`src/shs_pkg.sv`:
```
// Package for the standby (halt / stop) controller: register map,
// reset values, wait-time codes, state encoding and gate bundle.
// Assumes one always-running controller clock equal to the system clock fx.
package shs_pkg;

   ////////////////////////////////////////////////////////////////////////
   // Clock and register bus
   localparam int          CLK_HZ     = 25_000_000;
   localparam int          AW         = 3;
   localparam int          DW         = 8;
   localparam logic [2:0]  ADR_SETTLE = 3'h0;   // osc_settle_select
   localparam logic [2:0]  ADR_KRM    = 3'h1;   // key_return_pin_mode
   localparam logic [2:0]  ADR_STAT   = 3'h2;   // Sticky event status, W1C
   localparam logic [2:0]  ADR_MASK   = 3'h3;   // Event interrupt mask
   localparam logic [2:0]  ADR_STATE  = 3'h4;   // Controller state, read only

   ////////////////////////////////////////////////////////////////////////
   // Settle-time select codes and reset value
   localparam logic [2:0]  SETTLE_RST = 3'h4;
   localparam logic [2:0]  SEL_SHORT  = 3'h0;
   localparam logic [2:0]  SEL_MID    = 3'h2;
   localparam logic [2:0]  SEL_LONG   = 3'h4;
   localparam int          EXP_SHORT  = 12;     // 2^12 fx cycles
   localparam int          EXP_MID    = 15;     // 2^15 fx cycles
   localparam int          EXP_LONG   = 17;     // 2^17 fx cycles
   localparam int          CW         = 17;     // Wait counter width

   // Resume waits after a halt release, in clocks
   localparam int          VEC_WAIT_CLK  = 9;
   localparam int          NEXT_WAIT_CLK = 1;

   ////////////////////////////////////////////////////////////////////////
   // Event status bit positions
   localparam int          EV_HALT_REL  = 0;
   localparam int          EV_STOP_REL  = 1;
   localparam int          EV_STOP_FALL = 2;
   localparam int          EV_SE0_STOP  = 3;
   localparam int          NEV          = 4;

   typedef enum logic [2:0] {
      ST_RSTWAIT,
      ST_RUN,
      ST_HALT,
      ST_STOP,
      ST_STAB,
      ST_RESUME
   } shs_state_t;

   // Gate bundle towards CPU, oscillator, ports and peripherals
   typedef struct packed {
      logic cpu_clk_en;
      logic osc_en;
      logic osc_out_pullup;
      logic latch_hold;
      logic timer_zero_en;
      logic timer01_en;
      logic wdt_en;
      logic usb_full_en;
      logic serial_en;
   } shs_gate_t;

endpackage : shs_pkg

```
`src/shs_standby_ctrl.sv`:
```
// Standby controller: halt and stop entry, peripheral gating, release,
// settle wait, resume timing, register file and event interrupt.
// Assumes clk_i keeps running while the gated oscillator output is off,
// and that request, mask and command inputs come from clk_i logic.
//
// Overview of operation
// RULE_01: Halt stops the CPU clock but leaves the oscillator running.
// RULE_02: Halt holds port latches; timers, watchdog, USB and serial keep running.
// RULE_03: Key wake uses only mode-enabled pins; external requests act only unmasked.
// RULE_04: Unmasked request ends halt; vectored if enabled, else next instruction.
// RULE_05: Halt resume takes 9 to 10 clocks vectored, 1 to 2 otherwise.
// RULE_06: Non-maskable request ends halt always and is serviced vectored.
// RULE_07: Reset during halt ends it and restarts from the reset vector.
// RULE_08: Stop halts oscillator and CPU and holds port latches.
// RULE_09: Stop pulls the oscillator output pin up; not for external clocks.
// RULE_10: Pending unmasked request at stop gives halt, settle wait, then run.
// RULE_11: Stop disables timer zero and watchdog; timer one needs external input.
// RULE_12: In stop the USB function only reacts to reset or resume.
// RULE_13: In stop the serial interface works only with an external clock.
// RULE_14: Unmasked request ends stop; after settle wait, vectored or next instruction.
// RULE_15: Reset during stop ends it; reset processing follows the settle wait.
// RULE_16: Only unmasked requests and reset end stop, never the non-maskable one.
// RULE_17: Stop entered in single-ended zero ignores the USB reset/resume request.
// RULE_18: Software keeps the USB reset/resume flag set from suspend to stop.
// RULE_19: Settle select resets to 04H; codes 000, 010, 100 only.
//
// Our own choices: strobed register access and the address map.
`timescale 1ns/1ps
module shs_standby_ctrl
   import shs_pkg::*;
#(
   parameter int N_IRQ       = 8,
   parameter int USB_IRQ_BIT = 0,
   parameter int N_KEY       = 4,
   parameter int WAIT_SHORT  = 2**EXP_SHORT,
   parameter int WAIT_MID    = 2**EXP_MID,
   parameter int WAIT_LONG   = 2**EXP_LONG
) (
   input  wire logic                 clk_i,
   input  wire logic                 rst_b_i,
   input  wire logic                 halt_exec_i,
   input  wire logic                 stop_exec_i,
   input  wire logic [N_IRQ-1:0]     irq_req_i,
   input  wire logic [N_IRQ-1:0]     irq_mask_flag_i,
   input  wire logic                 key_irq_mask_flag_i,
   input  wire logic                 global_irq_enable_i,
   input  wire logic                 nmi_req_i,
   input  wire logic [N_KEY-1:0]     key_pin_b_i,
   input  wire logic                 usb_minus_line_i,
   input  wire logic                 usb_plus_line_i,
   input  wire logic                 timer01_ext_count_input_sel_i,
   input  wire logic                 serial_ext_clk_sel_i,
   input  wire logic [shs_pkg::AW-1:0] reg_addr_i,
   input  wire logic [shs_pkg::DW-1:0] reg_wdata_i,
   input  wire logic                 reg_we_i,
   input  wire logic                 reg_re_i,
   output logic      [shs_pkg::DW-1:0] reg_rdata_o,
   output shs_pkg::shs_gate_t        gate_o,
   output logic                      cpu_reset_hold_o,
   output logic                      key_wake_o,
   output logic                      resume_o,
   output logic                      resume_vectored_o,
   output logic                      irq_o
);
   import shs_pkg::*;

   localparam int NS = N_KEY + 2;

   // Elaboration check of parameters
   if (USB_IRQ_BIT >= N_IRQ || N_KEY > DW || WAIT_SHORT < 1 ||
       WAIT_LONG > 2**CW) begin : g_bad
      $error("shs_standby_ctrl: unsupported parameter values");
   end

   // Maps a settle-select code to its wait in cycles, minus one
   function automatic logic [CW-1:0] settle_load(input logic [2:0] sel);
      logic [CW-1:0] v;
      v = CW'(WAIT_SHORT - 1);
      case (sel)
         SEL_MID:  v = CW'(WAIT_MID - 1);
         SEL_LONG: v = CW'(WAIT_LONG - 1);
         default:  v = CW'(WAIT_SHORT - 1);
      endcase
      return v;
   endfunction : settle_load

   // Gate settings that each state implies
   function automatic shs_gate_t gate_of(input shs_state_t s,
                                         input logic t01_ext,
                                         input logic ser_ext);
      shs_gate_t g;
      g = '0;
      g.cpu_clk_en     = (s == ST_RUN);
      g.osc_en         = (s != ST_STOP);
      g.osc_out_pullup = (s == ST_STOP);
      g.latch_hold     = (s == ST_HALT) || (s == ST_STOP) || (s == ST_STAB);
      g.timer_zero_en  = (s != ST_STOP);
      g.wdt_en         = (s != ST_STOP);
      g.timer01_en     = (s != ST_STOP) || t01_ext;
      g.usb_full_en    = (s != ST_STOP);
      g.serial_en      = (s != ST_STOP) || ser_ext;
      return g;
   endfunction : gate_of

   ////////////////////////////////////////////////////////////////////////
   // Pin synchronisers: three stages, a change counts when stages 2 and 3 agree
   logic [NS-1:0] s1_r;
   logic [NS-1:0] s2_r;
   logic [NS-1:0] s3_r;
   logic [NS-1:0] pin_r;
   wire  [NS-1:0] pin_raw = {usb_plus_line_i, usb_minus_line_i, key_pin_b_i};
   wire  [NS-1:0] agree   = ~(s2_r ^ s3_r);
   wire  [NS-1:0] pin_nxt = (agree & s3_r) | (~agree & pin_r);

   always_ff @(posedge clk_i or negedge rst_b_i) begin
      if (!rst_b_i) begin
         s1_r  <= '1;
         s2_r  <= '1;
         s3_r  <= '1;
         pin_r <= '1;
      end else begin
         s1_r  <= pin_raw;
         s2_r  <= s1_r;
         s3_r  <= s2_r;
         pin_r <= pin_nxt;
      end
   end

   ////////////////////////////////////////////////////////////////////////
   // Registers
   logic [2:0]       settle_r;
   logic [N_KEY-1:0] krm_r;
   logic [NEV-1:0]   stat_r;
   logic [NEV-1:0]   mask_r;
   shs_state_t       st_r;
   shs_state_t       st_nxt;
   logic [CW-1:0]    cnt_r;
   logic [CW-1:0]    cnt_nxt;
   logic             vec_r;
   logic             vec_nxt;
   logic             se0_r;
   logic [NEV-1:0]   ev_set;

   // Wake decoding
   wire [N_KEY-1:0] key_low  = ~pin_r[N_KEY-1:0];
   wire key_hit   = |(key_low & krm_r);                 // [RULE_03]
   wire se0_now   = ~pin_r[N_KEY] & ~pin_r[N_KEY+1];
   wire [N_IRQ-1:0] unmasked = irq_req_i & ~irq_mask_flag_i;  // [RULE_03]
   wire [N_IRQ-1:0] usb_only = N_IRQ'(1) << USB_IRQ_BIT;
   wire key_pend  = key_hit & ~key_irq_mask_flag_i;
   wire pending   = (|unmasked) | key_pend;
   // An SE0 entry blinds stop to the USB reset/resume source only
   wire stop_pend = (|(unmasked & ~(se0_r ? usb_only : '0))) | key_pend;  // [RULE_17]
   wire ie        = global_irq_enable_i;

   ////////////////////////////////////////////////////////////////////////
   // Sequencer next state
   always_comb begin
      st_nxt  = st_r;
      cnt_nxt = (cnt_r != '0) ? cnt_r - CW'(1) : cnt_r;
      vec_nxt = vec_r;
      ev_set  = '0;
      case (st_r)
         ST_RSTWAIT: begin
            if (cnt_r == '0) st_nxt = ST_RUN;              // [RULE_07] [RULE_15]
         end
         ST_RUN: begin
            if (stop_exec_i && pending) begin
               st_nxt  = ST_STAB;                          // [RULE_10]
               cnt_nxt = settle_load(settle_r);
               vec_nxt = ie;
               ev_set[EV_STOP_FALL] = 1'b1;
            end else if (stop_exec_i) begin
               st_nxt  = ST_STOP;                          // [RULE_08]
               ev_set[EV_SE0_STOP] = se0_now;
            end else if (halt_exec_i) begin
               st_nxt  = ST_HALT;                          // [RULE_01]
            end
         end
         ST_HALT: begin
            if (nmi_req_i || pending) begin
               st_nxt  = ST_RESUME;                        // [RULE_04] [RULE_06]
               vec_nxt = nmi_req_i || ie;
               cnt_nxt = (nmi_req_i || ie) ? CW'(VEC_WAIT_CLK - 1)
                                           : CW'(NEXT_WAIT_CLK - 1);  // [RULE_05]
               ev_set[EV_HALT_REL] = 1'b1;
            end
         end
         ST_STOP: begin
            // Non-maskable requests are ignored here
            if (stop_pend) begin
               st_nxt  = ST_STAB;                          // [RULE_14] [RULE_16]
               cnt_nxt = settle_load(settle_r);
               vec_nxt = ie;
               ev_set[EV_STOP_REL] = 1'b1;
            end
         end
         ST_STAB: begin
            if (cnt_r == '0) st_nxt = ST_RUN;              // [RULE_14]
         end
         ST_RESUME: begin
            if (cnt_r == '0) st_nxt = ST_RUN;              // [RULE_05]
         end
         default: st_nxt = ST_RUN;
      endcase
   end

   // Reset always restarts through the 2^15 settle wait
   always_ff @(posedge clk_i or negedge rst_b_i) begin
      if (!rst_b_i) begin
         st_r  <= ST_RSTWAIT;                              // [RULE_07] [RULE_15]
         cnt_r <= CW'(WAIT_MID - 1);
         vec_r <= 1'b0;
      end else begin
         st_r  <= st_nxt;
         cnt_r <= cnt_nxt;
         vec_r <= vec_nxt;
      end
   end

   // SE0 condition caught at the stop entry, kept for the whole stop
   always_ff @(posedge clk_i or negedge rst_b_i) begin
      if (!rst_b_i) se0_r <= 1'b0;
      else if (st_r == ST_RUN && stop_exec_i) se0_r <= se0_now;  // [RULE_17]
   end

   ////////////////////////////////////////////////////////////////////////
   // Gate and handshake outputs, registered from the next state
   wire resume_nxt = (st_nxt == ST_RUN) &&
                     (st_r == ST_RESUME || st_r == ST_STAB);

   always_ff @(posedge clk_i or negedge rst_b_i) begin
      if (!rst_b_i) begin
         gate_o            <= gate_of(ST_RSTWAIT, 1'b0, 1'b0);
         cpu_reset_hold_o  <= 1'b1;
         resume_o          <= 1'b0;
         resume_vectored_o <= 1'b0;
      end else begin
         gate_o            <= gate_of(st_nxt, timer01_ext_count_input_sel_i,
                                      serial_ext_clk_sel_i);  // [RULE_02] [RULE_09] [RULE_11] [RULE_12] [RULE_13]
         cpu_reset_hold_o  <= (st_nxt == ST_RSTWAIT);
         resume_o          <= resume_nxt;
         resume_vectored_o <= resume_nxt && vec_nxt;
      end
   end

   assign key_wake_o = key_pend;

   ////////////////////////////////////////////////////////////////////////
   // Register file; bad settle codes are refused and the old code kept
   wire wr_settle = reg_we_i && reg_addr_i == ADR_SETTLE;
   wire wr_krm    = reg_we_i && reg_addr_i == ADR_KRM;
   wire wr_stat   = reg_we_i && reg_addr_i == ADR_STAT;
   wire wr_mask   = reg_we_i && reg_addr_i == ADR_MASK;
   wire [2:0] wsel = reg_wdata_i[2:0];
   wire sel_ok    = (wsel == SEL_SHORT) || (wsel == SEL_MID) || (wsel == SEL_LONG);
   wire [NEV-1:0] stat_clr = wr_stat ? reg_wdata_i[NEV-1:0] : '0;
   // Set wins over a same-cycle clear, so no event is lost
   wire [NEV-1:0] stat_nxt = (stat_r & ~stat_clr) | ev_set;
   logic [DW-1:0] rd_mux;

   always_comb begin
      rd_mux = '0;
      case (reg_addr_i)
         ADR_SETTLE: rd_mux = DW'(settle_r);
         ADR_KRM:    rd_mux = DW'(krm_r);
         ADR_STAT:   rd_mux = DW'(stat_r);
         ADR_MASK:   rd_mux = DW'(mask_r);
         ADR_STATE:  rd_mux = DW'(st_r);
         default:    rd_mux = '0;
      endcase
   end

   always_ff @(posedge clk_i or negedge rst_b_i) begin
      if (!rst_b_i) begin
         settle_r    <= SETTLE_RST;                        // [RULE_19]
         krm_r       <= '0;
         stat_r      <= '0;
         mask_r      <= '0;
         reg_rdata_o <= '0;
      end else begin
         if (wr_settle && sel_ok) settle_r <= wsel;        // [RULE_19]
         if (wr_krm) krm_r <= reg_wdata_i[N_KEY-1:0];
         if (wr_mask) mask_r <= reg_wdata_i[NEV-1:0];
         stat_r      <= stat_nxt;
         reg_rdata_o <= reg_re_i ? rd_mux : '0;
      end
   end

   assign irq_o = |(stat_r & mask_r);
endmodule : shs_standby_ctrl

```
`config.mk`:
```
export PLATFORM = sky130hd
export DESIGN_NAME = shs_standby_ctrl
export DESIGN_NICKNAME = d
export VERILOG_FILES = /design/src/shs_pkg.sv /design/src/shs_standby_ctrl.sv
export SDC_FILE = /design/constraint.sdc
export NUM_CORES = 1
export LEC_CHECK = 0
export BUFFER_PORTS_ARGS = -buffer_cell sky130_fd_sc_hd__buf_2
export CAP_MARGIN = 20
export CORE_AREA = 2 2 116 118
export DETAILED_ROUTE_END_ITERATION = 6
export DIE_AREA = 0 0 118 120
export SLEW_MARGIN = 20
export SYNTH_ARGS = -nofsm -noshare
export SYNTH_HDL_FRONTEND = slang
export SYNTH_SLANG_ARGS = --single-unit
export TNS_END_PERCENT = 5
```
`constraint.sdc`:
```
create_clock -name clk_i -period 2.2 [get_ports clk_i]
set_input_delay 0.11 -clock clk_i [delete_from_list [all_inputs] [get_ports clk_i]]
set_output_delay 0.11 -clock clk_i [all_outputs]
set_load 0.01 [all_outputs]
```
Word level (Yosys, flattened, before mapping)
Index checks and enable logic that the tools add are counted.
{ "op_classes": {"n_reduce_logical": 29, "bitwise": 23, "n_addsub": 1, "mux": 30, "eq_ne": 18} }
{ "ops": {"columns": ["op", "n"], "rows": [
  ["$mux 17", 4],
  ["$pmux 17 s3", 1],
  ["$pmux 17 s2", 1],
  ["$eq 3x2->1 const B", 8],
  ["$pmux 4 s5", 1],
  ["$eq 3x3->1 const B", 6],
  ["$mux 3", 6],
  ["$logic_not 17->1", 1],
  ["$reduce_bool 17->1", 1],
  ["$sub 17x1->17 const B", 1],
  ["$and 8x8->8", 2],
  ["$reduce_or 8->1", 2],
  ["$and 4x4->4", 3],
  ["$and 6x6->6", 2],
  ["$logic_not 3->1", 4],
  ["$not 6->6", 2],
  ["$pmux 3 s4", 1],
  ["$mux 1", 11],
  ["$eq 3x1->1 const B", 3],
  ["$logic_and 1x1->1", 9],
  ["$logic_or 1x1->1", 9],
  ["$mux 4", 2],
  ["$mux 8", 1],
  ["$not 1->8", 1],
  ["13 further kinds", 19]
]} }
{ "word_totals": {"word_cells": 123, "register_bits": 78, "output_inout_bits": 22, "inputBits": 44} }

Longest topological paths before layout
{ "depth": {"depth_word": 11, "ltp_mapped": 8, "mapped_depth_nobuf": 8} }

Worst setup path after synthesis
OpenSTA, ideal clock, no wires.
{ "synth_timing": {"path_kind": "register to register", "startpoint": "register cnt_r[0]", "endpoint": "register cpu_reset_hold_o", "required_ns": 2.110, "path_buffers": 0, "setup_time_ns": 0.090, "stages_incl_launch_ff": 9, "slack_ns": 0.057, "period_less_slack_ns": 2.143, "arrival_time_ns": 2.053, "cell_sequence": "dfstp_2 inv_1 ha_1 nor4b_1 nand3_1 nor3_2 nor2_1 or4b_1 nor4_2"} }
{ "synth_via": {"elab_chain_cells": 4} }
{ "synth_lines": {"columns": ["element", "line_no", "rtl"], "rows": [
  ["start: declaration", "shs_standby_ctrl.sv:137", "logic [CW-1:0] cnt_r;"],
  ["start signal: assignment", "shs_standby_ctrl.sv:212", "cnt_r <= CW'(WAIT_MID - 1);"],
  ["start signal: assignment", "shs_standby_ctrl.sv:216", "cnt_r <= cnt_nxt;"],
  ["$logic_not 17->1", "shs_standby_ctrl.sv:165, shs_standby_ctrl.sv:199, shs_standby_ctrl.sv:202", null],
  ["$mux 3", "shs_standby_ctrl.sv:165, shs_standby_ctrl.sv:199, shs_standby_ctrl.sv:202", null],
  ["$pmux 3 s4", "shs_standby_ctrl.sv:163", "case (st_r)"],
  ["$logic_not 3->1", "shs_standby_ctrl.sv:241", "cpu_reset_hold_o <= (st_nxt == ST_RSTWAIT);"],
  ["end signal: assignment", "shs_standby_ctrl.sv:241", null],
  ["end: declaration", "shs_standby_ctrl.sv:59", "output logic cpu_reset_hold_o,"]
]} }
Every way passes these cells.
A chain may end at the register's enable or synchronous reset.

==> metrics.csv <==
metric,value,unit
synthArstFlopShare,1.00,
timing.reg2reg.worst_path_depth,6,
final_nets,450,
reg2reg_slack,90,ps
period_needed,2110,ps
clockRootBuffer,clkbuf_16,
syn_area_per_cell,11.0,µm²
port_buffers,57,
fin_skew,5.47,ps
tightest_slew,661,ps
hold_end,reg_rdata_o[0],
rows,42,
vias_per_cell,4.57,
crit_required,2450,ps
fmaxAchievable,475,MHz
stdcell_area,4580,µm²
maxCapViolations,0,
die_y,120,µm
wl_per_cell,13.7,µm
synth-seq-cells,74,
cp-start-kind,register,
synth_ff_type,dfstp_2,
syn_inst,321,
hp-start,reg_re_i,
cts_made_buffers,9,
area_growth_syn_to_layout,30.0,%
grt_pass1_wl,13.5,mm
ys_warn_count,0,
wirelength,8.02,mm
dpl-instance-area,4080,µm²
path_clk_slew,60,ps
hp-class,in -> reg,
leakagePower,1.88,nW
die_w,118,µm
end_kind,register,
yosysSeqAreaShare,0.542,
htreeDepth,3,
pin_count,66,
detail_route.iter0.violations,81,
path_class,reg -> reg,
post-route-period-util,0.957,
start_util,0.271,
drive_gt1_frac,0.413,
die-area,14200,µm²
vdd_drop_max,466,µV
final_hold_viol_count,0,
path_max_fanout,4,
hold_depth,2,
worstPathArrival,2360,ps
synth_top_area_share,0.328,
clkSinkCount,74,
cts_tree,done,
synthesis.area,3520,µm²
synthTopCellsByArea,"dfstp_2, dfrtp_1, o21ai_0, mux2_2, nor2_1",
grt_pass1_vias,2752,
place_congestion,0.834,
power_density,1020,nW/µm²
max_slew_margin,0.555,
ant_nets,0,
rsz0062_at_grt,yes,
rr_endpoint,cpu_reset_hold_o,
antennaDiodeCount,0,
insertion_delay,340,ps
via_count,2672,
dp_worst_setup_slack,16.5,ps
slew_viol_final,0,
grt_util_all_layers,0.120,
status,"finished, final reports clean",
dr.pass1.iters,4,
drc,0,
ys_types,56,
core,13000,µm²
antenna_found_initial,0,
clock_path_buffers,2,
grt-ovfl-total,0,
setup_ws,94.1,ps
synth_edf_count,0,
grt_max_degree,51,
yosys.area.top_type,dfstp_2,
dpl.hpwl,5.71,mm
setup_viol,0,
==> cells in the final DEF, fill, tap and decap left out, types with 4 or more instances in the layout <==
cell	instances
dfrtp_1	30
nor3_1	8
conb_1	4
buf_2	57
a21oi_1	11
mux2_2	11
mux2i_1	5
buf_4	16
o21ai_0	26
inv_1	10
nor4_1	5
maj3_1	6
nor2_1	30
xnor2_1	12
nand3_1	4
nand2b_1	9
dlygate4sd3_1	9
a22oi_1	6
clkbuf_16	9
nand2_1	21
dfstp_2	44
nor2b_1	9
==> stage by stage <==
stage	hold WS, ps	util	power, mW	std cells	TNS, ps
after floorplan	-186	-	2.72	324	0
after global placement	137	0.314	3.06	557	0
after detailed placement	143	0.314	3.10	557	0
after CTS	9.04	0.344	4.60	582	0
after global routing	16.8	0.353	4.97	585	-15.2
final	8.67	0.353	4.68	585	0
==> layer usage <==
| metal | vias to the layer above | global-route usage | wire length (µm) |
|---|---|---|---|
| met3 | 11 | 0.0257 | 309 |
| met2 | 58 | 0.192 | 3830 |
| li1 | 1290 | - | - |
| met1 | 1313 | 0.157 | 3740 |
| met5 | - | 0 | 0 |
| met4 | 0 | 0.0497 | 134 |
==> critical path, cell delays in order, from the launching register on <==
cell and delay [ps]:
dfstp_2 530, nand2b_4 120, a41o_4 250, nand4_1 160, and2_4 220, or4b_4 530
nor4_4 210
==> Yosys cell counts (2+ instances only) <==
master,n
nor4_1,5
a21o_1,2
nor3b_1,3
a311oi_1,2
nor4_4,2
a21bo_2,2
nand4_1,3
nor2_1,30
nor2b_1,9
inv_1,12
ha_1,2
dfrtp_1,30
clkbuf_1,6
nand2_1,21
o22ai_1,2
nand2b_1,11
nand3b_1,2
mux2i_1,5
a21oi_1,12
buf_4,7
xor2_1,2
nand3_1,5
a22o_1,2
dfstp_2,44
xnor2_1,12
and2_1,3
and2_0,2
a22oi_1,6
nor4b_1,3
maj3_1,6
nor3_1,8
o21ai_0,26
mux2_2,11
==> area by class of cell <==
class,instances,area (µm²)
Fill cell,1295,8400
Timing Repair Buffer,83,515
Inverter,12,45.0
Sequential cell,74,1910
Clock buffer,10,229
Clock inverter,6,67.6
Tap cell,176,220
Multi-Input combinational cell,224,1590
==> kinds of logic (layout without fill, tap and decap cells) <==
logic type | after synthesis | count (layout) | synth area share
flip-flops | 74 | 74 | 0.542
AO/OA/AOI/OAI | 64 | 64 | 0.126
XOR/XNOR | 14 | 14 | 0.0348
AND/OR/NAND/NOR | 118 | 118 | 0.188
adder cells (fa/ha/maj) | 8 | 8 | 0.0242
multiplexers | 16 | 16 | 0.0494
other | 1 | 4 | 0.00107
buffers and inverters | 26 | 111 | 0.0352
==> how the worst max path moves through the flow <==
stage | from | to | cells after the start
after floorplan | cnt_r[0] | cpu_reset_hold_o | 8
after global placement | cnt_r[0] | gate_o[5] | 8
after detailed placement | cnt_r[0] | gate_o[5] | 8
after CTS | cnt_r[0] | gate_o[5] | 8
after global routing | cnt_r[0] | cpu_reset_hold_o | 8
final | register | cpu_reset_hold_o | 6
==> power breakdown <==
group,total (mW),internal [mW],switching [mW]
clock,1.46,0.880,0.581
sequential,2.10,1.77,0.332
combinational,1.12,0.556,0.561
==> sequential cells by signal, summed over array words and instances (netlist names), named ones only <==
register / cells
resume_o: 1
s2_r: 6
reg_rdata_o: 4
cnt_r: 17
s3_r: 6
vec_r: 1
settle_r: 3
resume_vectored_o: 1
stat_r: 4
s1_r: 6
se0_r: 1
cpu_reset_hold_o: 1
gate_o: 6
mask_r: 4
st_r: 3
krm_r: 4
==> repair_timing <==
action / CTS / global route
hold buffers: 9 / 0
endpoints found under the setup margin: 1 / 8
pin swaps: 0 / 6
endpoints found under the hold margin: 13 / 0
buffers inserted: 0 / 3
resized for setup: 1 / 16
No activity file was read; power rests on OpenSTA's default activity.
